## src/rtl/alx_pkg.sv

```systemverilog
// Package of constants and carrier types for the arithmetic and logical execution unit
package alx_pkg;

  // ****************************************
  // Timing
  // ****************************************
  localparam int unsigned CLK_PERIOD_NS = 10;
  localparam logic [3:0] NATIVE_CLOCKS_RST = 4'h4;  // Clocks per machine cycle at reset
  localparam logic [1:0] WAIT_STATES_RST = 2'h0;
  localparam logic [2:0] CLK_DIV_RST = 3'h0;

  // ****************************************
  // Operation codes seen by this unit
  // ****************************************
  typedef enum logic [4:0] {
    ALX_OP_ADD = 5'h00,
    ALX_OP_ADD_WITH_CARRY = 5'h01,
    ALX_OP_SUBTRACT_WITH_BORROW = 5'h02,
    ALX_OP_AND = 5'h03,
    ALX_OP_OR = 5'h04,
    ALX_OP_XOR = 5'h05,
    ALX_OP_SWAP = 5'h06,
    ALX_OP_RLC = 5'h07,
    ALX_OP_RRC = 5'h08,
    ALX_OP_MUL = 5'h09,
    ALX_OP_DIV = 5'h0a,
    ALX_OP_INC_DP = 5'h0b
  } alx_op_e;

  // Operand forms
  typedef enum logic [2:0] {
    ALX_SRC_REG = 3'h0,   // bank_register
    ALX_SRC_IND = 3'h1,   // pointer_register_indirect
    ALX_SRC_DIR = 3'h2,
    ALX_SRC_IMM = 3'h3,
    ALX_DST_DIR_ACC = 3'h4, // Direct byte destination, accumulator source
    ALX_DST_DIR_IMM = 3'h5  // Direct byte destination, immediate source
  } alx_form_e;

  localparam logic [1:0] LEN_ONE = 2'h1;
  localparam logic [1:0] LEN_TWO = 2'h2;
  localparam logic [1:0] LEN_THREE = 2'h3;
  localparam logic [2:0] MC_ONE = 3'h1;
  localparam logic [2:0] MC_TWO = 3'h2;
  localparam logic [2:0] MC_FOUR = 3'h4;

  // Instruction issued by decode
  typedef struct packed {
    alx_op_e op;
    alx_form_e form;
    logic [7:0] acc;
    logic [7:0] operand;   // Register, indirect, direct or immediate data
    logic [7:0] dir_data;  // Current direct byte for direct destination forms
    logic [7:0] b_reg;
    logic [15:0] data_pointer_16;     // data_pointer_16
  } alx_instr_s;

  // Program status flags
  typedef struct packed {
    logic cy;
    logic ac;
    logic ov;
    logic p;
  } alx_flags_s;

  // Results handed back
  typedef struct packed {
    logic [7:0] acc;
    logic [7:0] b_reg;
    logic [7:0] dir_data;
    logic dir_we;
    logic [15:0] data_pointer_16;
    alx_flags_s flags;
    logic [1:0] length;
    logic [2:0] mcycles;
  } alx_result_s;

endpackage

```

## src/rtl/alx_mcycle_timer.sv

```systemverilog
// Machine cycle timer: paces execution in machine-cycle ticks
`timescale 1ns/100ps
`default_nettype none
module alx_mcycle_timer (
  // Clock and reset
  input wire logic clk_in,
  input wire logic rst_in,
  // Cycle settings
  input wire logic [1:0] wait_states_in,   // bus_wait_control
  input wire logic [2:0] clk_div_in,       // clock_divider_control
  // Stall sources
  input wire logic pfq_stall_in,           // prefetch_queue not ready
  input wire logic bc_miss_in,             // branch_target_cache miss
  // Tick and stretch
  output logic tick_out,
  output logic stretch_out
);

  typedef struct packed {
    logic [7:0] cnt;
    logic tick;
    logic stretch;
  } alx_tmr_s;

  alx_tmr_s st_reg;
  alx_tmr_s st_next;
  logic [7:0] native_len;

  // Native length: base clocks plus wait states, scaled by the divider
  assign native_len = 8'((8'(alx_pkg::NATIVE_CLOCKS_RST) + 8'(wait_states_in)) << clk_div_in);

  // Count down; a stall holds the count at its last clock so the cycle grows
  always_comb begin
    st_next = st_reg;
    st_next.tick = 1'b0;
    st_next.stretch = 1'b0;
    if (st_reg.cnt <= 8'h01) begin
      if (pfq_stall_in || bc_miss_in) begin
        st_next.stretch = 1'b1;
      end else begin
        st_next.tick = 1'b1;
        st_next.cnt = native_len;
      end
    end else begin
      st_next.cnt = st_reg.cnt - 8'h01;
    end
  end

  always_ff @(posedge clk_in or posedge rst_in) begin
    if (rst_in) begin
      st_reg <= '{cnt: 8'h04, tick: 1'b0, stretch: 1'b0};
    end else begin
      st_reg <= st_next;
    end
  end

  assign tick_out = st_reg.tick;
  assign stretch_out = st_reg.stretch;

  // No tick while a stall is present at the end of a cycle
  a_stall_blocks: assert property (@(posedge clk_in) disable iff (rst_in)
    (st_reg.cnt <= 8'h01 && (pfq_stall_in || bc_miss_in)) |=> !tick_out)
    else $error("Tick issued during stall");
  // Unstalled ticks are spaced exactly native length, checked when native length is 4
  a_native_len: assert property (@(posedge clk_in) disable iff (rst_in)
    (tick_out && !pfq_stall_in && !bc_miss_in && $stable(wait_states_in)
     && $stable(clk_div_in) && native_len == 8'h04) ##1
    (!pfq_stall_in && !bc_miss_in)[*4] |-> tick_out)
    else $error("Native cycle length wrong");

endmodule
`default_nettype wire

```

## src/rtl/alx_exec.sv

```systemverilog
// Arithmetic and logical execution unit with machine-cycle timing
`timescale 1ns/100ps
`default_nettype none
module alx_exec (
  // Clock and reset
  input wire logic SYS_CLK_IN,
  input wire logic RST_IN,
  // Cycle settings from core configuration
  input wire logic [1:0] WAIT_STATES_IN,
  input wire logic [2:0] CLK_DIV_IN,
  // Stall sources from fetch
  input wire logic PFQ_STALL_IN,
  input wire logic BC_MISS_IN,
  // Instruction request from decode
  input wire logic ISSUE_IN,
  input wire alx_pkg::alx_instr_s INSTR_IN,
  input wire alx_pkg::alx_flags_s FLAGS_IN,
  // Status and results
  output logic BUSY_OUT,
  output logic DONE_OUT,
  output logic STRETCH_OUT,
  output alx_pkg::alx_result_s RESULT_OUT
);

  // ****************************************
  // State
  // ****************************************
  typedef enum logic [2:0] {
    ALX_IDLE = 3'b001,
    ALX_RUN = 3'b010,
    ALX_DONE = 3'b100
  } alx_state_e;

  typedef struct packed {
    alx_state_e fsm;
    alx_pkg::alx_result_s res;
    alx_pkg::alx_result_s pend;
    logic [2:0] left;
    logic done;
    logic busy;
    logic stretch;
  } alx_core_s;

  alx_core_s st_reg;
  alx_core_s st_next;
  logic tick;
  logic stretch;
  alx_pkg::alx_result_s calc;

  // ****************************************
  // Machine cycle pacing
  // ****************************************
  alx_mcycle_timer u_timer (
    .clk_in(SYS_CLK_IN),
    .rst_in(RST_IN),
    .wait_states_in(WAIT_STATES_IN),
    .clk_div_in(CLK_DIV_IN),
    .pfq_stall_in(PFQ_STALL_IN),
    .bc_miss_in(BC_MISS_IN),
    .tick_out(tick),
    .stretch_out(stretch)
  );

  // ****************************************
  // Datapath
  // ****************************************
  // Computes result, flags, length and cycle count for one instruction
  always_comb begin
    logic [8:0] sum;
    logic [4:0] nib;
    logic [7:0] opnd;
    logic [15:0] prod;
    logic [7:0] src;
    sum = 9'h000;
    nib = 5'h00;
    prod = 16'h0000;
    src = INSTR_IN.acc;
    opnd = INSTR_IN.operand;
    calc.acc = INSTR_IN.acc;
    calc.b_reg = INSTR_IN.b_reg;
    calc.dir_data = INSTR_IN.dir_data;
    calc.dir_we = 1'b0;
    calc.data_pointer_16 = INSTR_IN.data_pointer_16;
    calc.flags = FLAGS_IN;
    calc.mcycles = alx_pkg::MC_ONE;
    // Register/indirect one byte, direct/immediate two
    calc.length = (INSTR_IN.form == alx_pkg::ALX_SRC_REG ||
                   INSTR_IN.form == alx_pkg::ALX_SRC_IND) ? alx_pkg::LEN_ONE : alx_pkg::LEN_TWO;
    unique case (INSTR_IN.op)
      alx_pkg::ALX_OP_ADD, alx_pkg::ALX_OP_ADD_WITH_CARRY: begin
        // Sum with optional carry in
        sum = 9'(INSTR_IN.acc) + 9'(opnd) +
              9'(INSTR_IN.op == alx_pkg::ALX_OP_ADD_WITH_CARRY && FLAGS_IN.cy);
        nib = 5'(INSTR_IN.acc[3:0]) + 5'(opnd[3:0]) +
              5'(INSTR_IN.op == alx_pkg::ALX_OP_ADD_WITH_CARRY && FLAGS_IN.cy);
        calc.acc = sum[7:0];
        calc.flags.cy = sum[8];
        calc.flags.ac = nib[4];
        calc.flags.ov = (INSTR_IN.acc[7] == opnd[7]) && (sum[7] != opnd[7]);
      end
      alx_pkg::ALX_OP_SUBTRACT_WITH_BORROW: begin
        // Borrow taken from carry flag
        sum = 9'(INSTR_IN.acc) - 9'(opnd) - 9'(FLAGS_IN.cy);
        nib = 5'(INSTR_IN.acc[3:0]) - 5'(opnd[3:0]) - 5'(FLAGS_IN.cy);
        calc.acc = sum[7:0];
        calc.flags.cy = sum[8];
        calc.flags.ac = nib[4];
        calc.flags.ov = (INSTR_IN.acc[7] != opnd[7]) && (sum[7] != INSTR_IN.acc[7]);
      end
      alx_pkg::ALX_OP_AND, alx_pkg::ALX_OP_OR, alx_pkg::ALX_OP_XOR: begin
        // Direct destination forms combine with the current direct byte
        if (INSTR_IN.form == alx_pkg::ALX_DST_DIR_ACC ||
            INSTR_IN.form == alx_pkg::ALX_DST_DIR_IMM) begin
          src = INSTR_IN.dir_data;
          opnd = (INSTR_IN.form == alx_pkg::ALX_DST_DIR_ACC) ? INSTR_IN.acc : INSTR_IN.operand;
          calc.dir_we = 1'b1;
          if (INSTR_IN.form == alx_pkg::ALX_DST_DIR_IMM) begin
            calc.length = alx_pkg::LEN_THREE;
            calc.mcycles = alx_pkg::MC_TWO;
          end else begin
            calc.length = alx_pkg::LEN_TWO;
          end
        end
        if (INSTR_IN.op == alx_pkg::ALX_OP_AND) begin
          sum = 9'(src & opnd);
        end else if (INSTR_IN.op == alx_pkg::ALX_OP_OR) begin
          sum = 9'(src | opnd);
        end else begin
          sum = 9'(src ^ opnd);
        end
        if (calc.dir_we) begin
          calc.dir_data = sum[7:0];
        end else begin
          calc.acc = sum[7:0];
        end
      end
      alx_pkg::ALX_OP_SWAP: begin
        calc.acc = {INSTR_IN.acc[3:0], INSTR_IN.acc[7:4]};
        calc.length = alx_pkg::LEN_ONE;
      end
      alx_pkg::ALX_OP_RLC: begin
        calc.acc = {INSTR_IN.acc[6:0], FLAGS_IN.cy};
        calc.flags.cy = INSTR_IN.acc[7];
        calc.length = alx_pkg::LEN_ONE;
      end
      alx_pkg::ALX_OP_RRC: begin
        calc.acc = {FLAGS_IN.cy, INSTR_IN.acc[7:1]};
        calc.flags.cy = INSTR_IN.acc[0];
        calc.length = alx_pkg::LEN_ONE;
      end
      alx_pkg::ALX_OP_MUL: begin
        // Product low byte to accumulator, high to B
        prod = 16'(INSTR_IN.acc) * 16'(INSTR_IN.b_reg);
        calc.acc = prod[7:0];
        calc.b_reg = prod[15:8];
        calc.flags.cy = 1'b0;
        calc.flags.ov = (prod[15:8] != 8'h00);
        calc.length = alx_pkg::LEN_ONE;
        calc.mcycles = alx_pkg::MC_FOUR;
      end
      alx_pkg::ALX_OP_DIV: begin
        // Divide by zero leaves operands and sets overflow
        calc.flags.cy = 1'b0;
        calc.flags.ov = (INSTR_IN.b_reg == 8'h00);
        if (INSTR_IN.b_reg != 8'h00) begin
          calc.acc = INSTR_IN.acc / INSTR_IN.b_reg;
          calc.b_reg = INSTR_IN.acc % INSTR_IN.b_reg;
        end
        calc.length = alx_pkg::LEN_ONE;
        calc.mcycles = alx_pkg::MC_FOUR;
      end
      alx_pkg::ALX_OP_INC_DP: begin
        calc.data_pointer_16 = INSTR_IN.data_pointer_16 + 16'h0001;
        calc.length = alx_pkg::LEN_ONE;
        calc.mcycles = alx_pkg::MC_TWO;
      end
      default: begin
        calc.mcycles = alx_pkg::MC_ONE;
      end
    endcase
    // Parity tracks the resulting accumulator
    calc.flags.p = ^calc.acc;
  end

  // ****************************************
  // Sequencer
  // ****************************************
  // Result is held back until the instruction's machine cycles have elapsed
  always_comb begin
    st_next = st_reg;
    st_next.done = 1'b0;
    st_next.stretch = stretch;
    unique case (st_reg.fsm)
      ALX_IDLE: begin
        if (ISSUE_IN) begin
          st_next.pend = calc;
          st_next.left = calc.mcycles;
          st_next.fsm = ALX_RUN;
        end
      end
      ALX_RUN: begin
        if (tick) begin
          st_next.left = st_reg.left - 3'h1;
          if (st_reg.left == 3'h1) begin
            st_next.res = st_reg.pend;
            st_next.done = 1'b1;
            st_next.fsm = ALX_DONE;
          end
        end
      end
      ALX_DONE: begin
        st_next.fsm = ALX_IDLE;
      end
      default: begin
        st_next.fsm = ALX_IDLE;
      end
    endcase
    // Busy kept as a flop so the output carries no decode glitch
    st_next.busy = (st_next.fsm != ALX_IDLE);
  end

  always_ff @(posedge SYS_CLK_IN or posedge RST_IN) begin
    if (RST_IN) begin
      st_reg <= '{fsm: ALX_IDLE, res: '0, pend: '0, left: 3'h0, done: 1'b0, busy: 1'b0,
                  stretch: 1'b0};
    end else begin
      st_reg <= st_next;
    end
  end

  assign BUSY_OUT = st_reg.busy;
  assign DONE_OUT = st_reg.done;
  assign STRETCH_OUT = st_reg.stretch;
  assign RESULT_OUT = st_reg.res;

  // ****************************************
  // Checks
  // ****************************************
  a_done_tick: assert property (@(posedge SYS_CLK_IN) disable iff (RST_IN)
    (st_reg.fsm == ALX_RUN && tick && st_reg.left == 3'h1) |=> DONE_OUT)
    else $error("Done missing after final tick");
  a_swap_nib: assert property (@(posedge SYS_CLK_IN) disable iff (RST_IN)
    (ISSUE_IN && !BUSY_OUT && INSTR_IN.op == alx_pkg::ALX_OP_SWAP) |=>
    (st_reg.pend.acc == {$past(INSTR_IN.acc[3:0]), $past(INSTR_IN.acc[7:4])}))
    else $error("Swap result wrong");
  a_rlc_carry: assert property (@(posedge SYS_CLK_IN) disable iff (RST_IN)
    (ISSUE_IN && !BUSY_OUT && INSTR_IN.op == alx_pkg::ALX_OP_RLC) |=>
    (st_reg.pend.flags.cy == $past(INSTR_IN.acc[7]))
    && (st_reg.pend.acc[0] == $past(FLAGS_IN.cy)))
    else $error("Rotate left carry wrong");
  a_rrc_carry: assert property (@(posedge SYS_CLK_IN) disable iff (RST_IN)
    (ISSUE_IN && !BUSY_OUT && INSTR_IN.op == alx_pkg::ALX_OP_RRC) |=>
    (st_reg.pend.flags.cy == $past(INSTR_IN.acc[0]))
    && (st_reg.pend.acc[7] == $past(FLAGS_IN.cy)))
    else $error("Rotate right carry wrong");
  a_muldiv_four: assert property (@(posedge SYS_CLK_IN) disable iff (RST_IN)
    (ISSUE_IN && !BUSY_OUT && (INSTR_IN.op == alx_pkg::ALX_OP_MUL ||
     INSTR_IN.op == alx_pkg::ALX_OP_DIV)) |=> (st_reg.left == 3'h4))
    else $error("Multiply or divide not four cycles");
  a_dir_imm_len: assert property (@(posedge SYS_CLK_IN) disable iff (RST_IN)
    (ISSUE_IN && !BUSY_OUT && INSTR_IN.form == alx_pkg::ALX_DST_DIR_IMM &&
     (INSTR_IN.op == alx_pkg::ALX_OP_AND || INSTR_IN.op == alx_pkg::ALX_OP_OR ||
      INSTR_IN.op == alx_pkg::ALX_OP_XOR)) |=>
    (st_reg.pend.length == 2'h3 && st_reg.left == 3'h2 && st_reg.pend.dir_we))
    else $error("Direct immediate logic form wrong");
  a_add_one: assert property (@(posedge SYS_CLK_IN) disable iff (RST_IN)
    (ISSUE_IN && !BUSY_OUT && INSTR_IN.op == alx_pkg::ALX_OP_ADD) |=>
    (st_reg.left == 3'h1 &&
     st_reg.pend.acc == 8'($past(INSTR_IN.acc) + $past(INSTR_IN.operand))))
    else $error("Add result or timing wrong");
  a_subtract_with_borrow_val: assert property (@(posedge SYS_CLK_IN) disable iff (RST_IN)
    (ISSUE_IN && !BUSY_OUT && INSTR_IN.op == alx_pkg::ALX_OP_SUBTRACT_WITH_BORROW) |=>
    (st_reg.pend.acc == 8'($past(INSTR_IN.acc) - $past(INSTR_IN.operand)
     - 8'($past(FLAGS_IN.cy)))))
    else $error("Subtract with borrow wrong");

endmodule
`default_nettype wire

```

## config.mk

```make
export PLATFORM = sky130hd
export DESIGN_NAME = alx_exec
export DESIGN_NICKNAME = d
export VERILOG_FILES = /design/src/rtl/alx_pkg.sv /design/src/rtl/alx_mcycle_timer.sv /design/src/rtl/alx_exec.sv
export SDC_FILE = /design/constraint.sdc
export NUM_CORES = 1
export LEC_CHECK = 0
export BUFFER_PORTS_ARGS = -buffer_cell sky130_fd_sc_hd__buf_2
export CAP_MARGIN = 20
export CORE_AREA = 2 2 128 254
export DETAILED_ROUTE_END_ITERATION = 16
export DIE_AREA = 0 0 130 256
export GPL_TIMING_DRIVEN = 0
export SETUP_SLACK_MARGIN = 0.15
export SYNTH_ARGS = -nofsm -noshare
export SYNTH_HDL_FRONTEND = slang
export SYNTH_HIERARCHICAL = 1
export SYNTH_SLANG_ARGS = --single-unit
export TNS_END_PERCENT = 100
```

## constraint.sdc

```tcl
create_clock -name SYS_CLK_IN -period 4 [get_ports SYS_CLK_IN]
set_input_delay 0 -clock SYS_CLK_IN [delete_from_list [all_inputs] [get_ports SYS_CLK_IN]]
set_output_delay 0 -clock SYS_CLK_IN [all_outputs]
set_load 0.01 [all_outputs]
```

* Word-level counts from Yosys, hierarchy flattened
Index checks and enable logic that the tools add are counted.
Storage, ports and cells: register bits after elaboration 119, word-level logic and storage cells 133
Cells by class: add/sub/neg operators 12, multiply operators 1, div/mod/pow operators 2, magnitude comparators 1, equality and inequality tests 25, shift operators 1, muxes and demuxes 38, bitwise gates (word level) 3, reductions and logical operators 20
Operators by type and width (count):
- 53-bit two-way mux | 2
- 8-bit two-way mux | 10
- 8-bit one-hot mux with 8 select lines | 1
- 16-bit two-way mux | 2
- 5-bit by 3-bit == test with 1-bit output (second input constant) | 4
- 5-bit by 4-bit == test with 1-bit output (second input constant) | 4
- 9-bit two-way mux | 2
- 16-bit by 1-bit adder with 16-bit output (second input constant) | 1
- 8-bit by 8-bit multiplier with 16-bit output | 1
- 8-bit one-hot mux with 2 select lines | 1
- 8-bit nonzero test | 2
- 3-bit one-hot mux with 2 select lines | 2
- 5-bit by 2-bit == test with 1-bit output (second input constant) | 2
- 8-bit by 8-bit adder with 9-bit output | 1
- 9-bit by 1-bit adder with 9-bit output | 1
- 3-bit by 1-bit == test with 1-bit output (second input constant) | 3
- 3-bit one-hot mux with 3 select lines | 1
- 8-bit by 8-bit subtractor with 9-bit output | 1
- 9-bit by 1-bit subtractor with 9-bit output | 1
- 8-bit AND | 1
- 8-bit by 8-bit divider with 8-bit output | 1
- 8-bit by 1-bit <= comparator with 1-bit output (second input constant) | 1
- 8-bit zero test | 1
- 8-bit by 8-bit remainder unit with 8-bit output | 1
- 38 further kinds | 56

* Longest topological paths before layout
depth in word-level cells 10, gate-level depth with buffers 54

* Cells and area by module
Netlist, hierarchy kept.
Modules (own cells, without submodules):
- alx_exec | instances 1, cells each 1227, area each 10749.1 sq um
- alx_mcycle_timer | instances 1, cells each 73, area each 694.4 sq um

* Worst setup path after synthesis
OpenSTA, ideal clock, no wires.
path kind input port to flip-flop, start input INSTR_IN[23] in the netlist's numbering, end register st_reg[11] in the netlist's numbering, arrival 11.688 ns, required time 3.871 ns, slack -7.817 ns, stages on the path 47, buffers on the path 2, cells stage by stage or4_4 -> nor4_1 -> a21oi_1 -> ha_1 -> o21ai_0 -> a2111oi_1 -> mux2_2 -> ha_1 -> o211ai_1 -> a211oi_4 -> mux2_2 -> ha_1 -> a21oi_1 -> nand2_1 -> a31oi_1 -> mux2_4 -> ha_1 -> or2_2 -> [... 11 more ...] -> o21a_1 -> o21ai_0 -> a2111oi_0 -> o21a_1 -> o21ai_1 -> clkbuf_1 -> o21ai_0 -> ha_1 -> nor2b_1 -> o21ai_0 -> nand4b_1 -> a31o_2 -> a21o_1 -> nor2b_1 -> a211oi_1 -> xnor3_1 -> xor2_1 -> o21ai_1
On the way: cells in the longest elaborated chain, start to end 4, elaborated cells on any way between the ends 6
RTL lines:
- start, declared | line alx_exec.sv:16 | input wire alx_pkg::alx_instr_s INSTR_IN,
- 8-bit by 8-bit divider with 8-bit output / 8-bit nonzero test (equally long branches) | line alx_exec.sv:166, alx_exec.sv:165
- 16-bit two-way mux | line alx_exec.sv:165 | if (INSTR_IN.b_reg != 8'h00) begin
- 8-bit one-hot mux with 8 select lines (*) | line alx_exec.sv:89 | unique case (INSTR_IN.op)
- 8-bit parity (*) | line alx_exec.sv:182 | calc.flags.p = ^calc.acc;
- end signal, assigned | line alx_exec.sv:224 | st_reg <= '{fsm: ALX_IDLE, res: '0, pend: '0, left: 3'h0, done: 1'b0, busy: 1'b0,
- end signal, assigned | line alx_exec.sv:227 | st_reg <= st_next;
- end, declared | line alx_exec.sv:44 | alx_core_s st_reg;
Every way passes the cells marked *; elsewhere a longest branch is shown, timed or not. A chain may end at the register's enable or synchronous reset.

* Worst setup path after layout
start input INSTR_IN[20] in the netlist's numbering, end register st_reg[11] in the netlist's numbering
The elaborated chain is that of the path after synthesis.

==> out/qor.txt <==
Final Instance Area = 15300 um2
worst-margin pin slew = 1.25 ns
Mapped Area = 11400 um2
Placed Instance Area = 13000 um2
hold path cells = 3
R2R setup slack = 1.51 ns
pre-CTS setup slack = -8.06 ns
clock root buffer = clkbuf_16
post-synthesis cell count = 1300
final wirelength = 39000 um
die width = 130 um
GRT overflow = 0
Placer Congestion = 0.973
Reg2Reg Depth = 5
average wire per standard cell = 19.6 um
DRC = 0
sequential power share = 27.5%
fin crit share = 260%
Max Clock Freq = 0.0961 GHz
VDD IR max = 0.214 mV
Clock power frac = 26.4%
CTS tree = done
sw power = 2390 uW
worst setup path class = input port to register
die area = 33300 um2
Max Transition Viols Final = 0
# nets final = 1780
dpl cells = 1843
max-cap violation count = 0
most frequent cells in the layout = nand2_1 (132), dfrtp_1 (117), buf_4 (115), buf_2 (113), nor2_1 (107)
clock transition at the registers of the reported paths = 0.05 ns
Pre-antenna DRT Iters = 5
first-pass GRT wire length = 60000 um
arrival time worst endpoint = 10.68 ns
largest net degree at the start of global routing = 72
final hold violation count = 0
critical path's largest stage delay = 0.55 ns
Sw Ratio = 38.1%
port buffer count = 117
non-filler cells, final = 1986
crit-path max FO = 5
dominant cell type by area after synthesis = dfrtp_1
Post-synth EDFFs = 0
vias in the first global route = 11300
Post-synth ARST share = 100%
Clock Latency Late Sink = 0.42 ns
final hold slack = 0.00872 ns
min-delay src = INSTR_IN[19]
Die Y-Extent = 256 um
number of flip-flops under the largest register name = 56
status = complete, but fails checks
main area contributors after synthesis = dfrtp_1 (26%), ha_1 (13%), fa_1 (7.2%)
antenna cells = 0
distinct cell type count after synthesis = 85
Most used DFF post-synth = dfrtp_1
post-synth net total = 1530
CTS Buf Count = 17
Syn. warnings = 6
starting density of the core = 36.4%
CTS max path bufs = 2
post-synthesis average cell area = 8.80 um2
most common cell after layout, fill and taps aside = nand2_1
RSZ-0062 raised after global routing = true
Total GRT Usage = 23.7%
Crit. End Element = register
H-tree levels = 4
placeable core area = 31400 um2
top cell type's share of synthesized area = 25.6%
power share of the combinational group = 46.2%
crit-path most repeated cell = ha_4
Worst slew margin = 16.1%
Routed Antenna Nets = 0
cell internal pwr = 3890 uW
share of layout cells above drive strength 1 = 32.1%
Synth-to-Final Area Change = 33.4%
initial antenna violation count = 2
HP Class = input port to register
vias per cell = 5.36
Critical Path RT = 4.28 ns
leak pwr = 0.00725 uW
PwrDens = 411 nW/um2
Slowest-stage cell, CP = or4_4
Tmin final = 10.40 ns
Synth Register Bits = 119
routed vias = 10700
final setup violation count = 15
CP startpoint kind = input port
post-synthesis sequential area ratio = 26.0%
worst r2r dst = RESULT_OUT[4]$_DFFE_PP0P_
Clock Sinks = 119
FF-to-FF Start = st_reg[108]$_DFF_PP0_
Initial DRC Count = 444
Worst Hold Path EP = st_reg[43]$_DFFE_PP0P_
Post-DP HPWL = 30200 um
I/O pin total = 123
failing checks = negative setup slack
Site Rows = 92
Clock Skews = 0.0148 ns
final worst setup slack = -6.40 ns
-- what timing repair did --
action                     in CTS  in global routing
hold buffers                   35                  0
gates cloned                    1                  0
resized for setup              95                 51
pin swaps                      41                 35
setup endpoints to repair      18                 17
setup buffers                  48                 27
hold endpoints to repair       80                  0
-- stage by stage --
| step | total power (uW) | util (%) | setup TNS, ns |
|---|---|---|---|
| global placement | 4170 | 41.2 | -112.00 |
| global route | 6720 | 48.6 | -74.06 |
| detailed placement | 4240 | 41.3 | -91.63 |
| finish | 6280 | 48.6 | -70.69 |
| floorplan | 3540 | - | -66.19 |
| CTS | 6150 | 47.3 | -70.29 |
-- routing by layer --
layer  routed length [um]  share of wire [%]  vias to the layer above  GRT usage, %
met3                 1330                3.4                      172          3.41
met1                13100                 34                     5183          22.0
li1                     -                  -                     4965             -
met4                 3700                9.5                        4          18.3
met5                   27              0.069                        -             0
met2                20800                 53                      329          44.6
-- cell type report --
class / instances / area (um2)
fillers: 3023 / 16200
multi-input cells: 963 / 8210
flip-flops and latches: 119 / 2980
repair buffers: 231 / 1670
plain buffers: 104 / 769
well taps: 423 / 529
clock buffers: 21 / 470
inverters: 114 / 470
clock inverters: 11 / 171
-- cell families after synthesis --
group           count (synthesis)  share of synthesized area (%)
compound gates                277                           16.3
xor+xnor                       60                           4.83
fa+ha+maj                     160                           20.2
buf+inv                       218                           8.83
flops                         119                           26.0
mux                            83                           8.15
simple gates                  383                           15.7
-- worst max-delay path, delay by kind of cell --
family / cells / cell delay, ns
compound gates: 20 / 4.04
fa+ha+maj: 7 / 1.99
mux: 4 / 1.47
buf+inv: 6 / 0.86
simple gates: 9 / 1.79
xor+xnor: 2 / 0.50
-- cells in the mapped netlist (all sizes together), types with 7 or more instances --
library cell,count
a211oi,12
a21o,13
a21oi,59
a221oi,10
a22oi,13
a31oi,7
buf,56
clkbuf,48
dfrtp,117
fa,41
ha,119
inv,112
mux2,69
mux2i,14
nand2,139
nand2b,16
nand3,14
nand4,8
nor2,118
nor2b,13
nor3,24
nor4,8
o211ai,10
o21a,15
o21ai,79
or2,8
xnor2,36
xor2,22
-- worst max path at each step --
stage | start | endpoint | slack [ns]
after floorplan | INSTR_IN[21] | st_reg[11]$_DFFE_PP0P_ | -6.05
final | INSTR_IN[20] | st_reg[11]$_DFFE_PP0P_ | -6.40
after detailed placement | INSTR_IN[20] | st_reg[11]$_DFFE_PP0P_ | -8.06
after CTS | INSTR_IN[20] | st_reg[11]$_DFFE_PP0P_ | -6.31
after global placement | INSTR_IN[20] | st_reg[11]$_DFFE_PP0P_ | -7.99
after global routing | INSTR_IN[20] | st_reg[11]$_DFFE_PP0P_ | -6.64
-- power by group through the flow --
stage	clock [uW]	combinational [uW]	sequential (uW)
2_1_floorplan	0	1850	1680
3_3_place_gp	0	2430	1740
4_1_cts	1680	2740	1730
3_5_place_dp	0	2490	1750
5_1_grt	1740	3210	1770
6_report	1660	2900	1730
No activity file was read; power rests on OpenSTA's default activity.
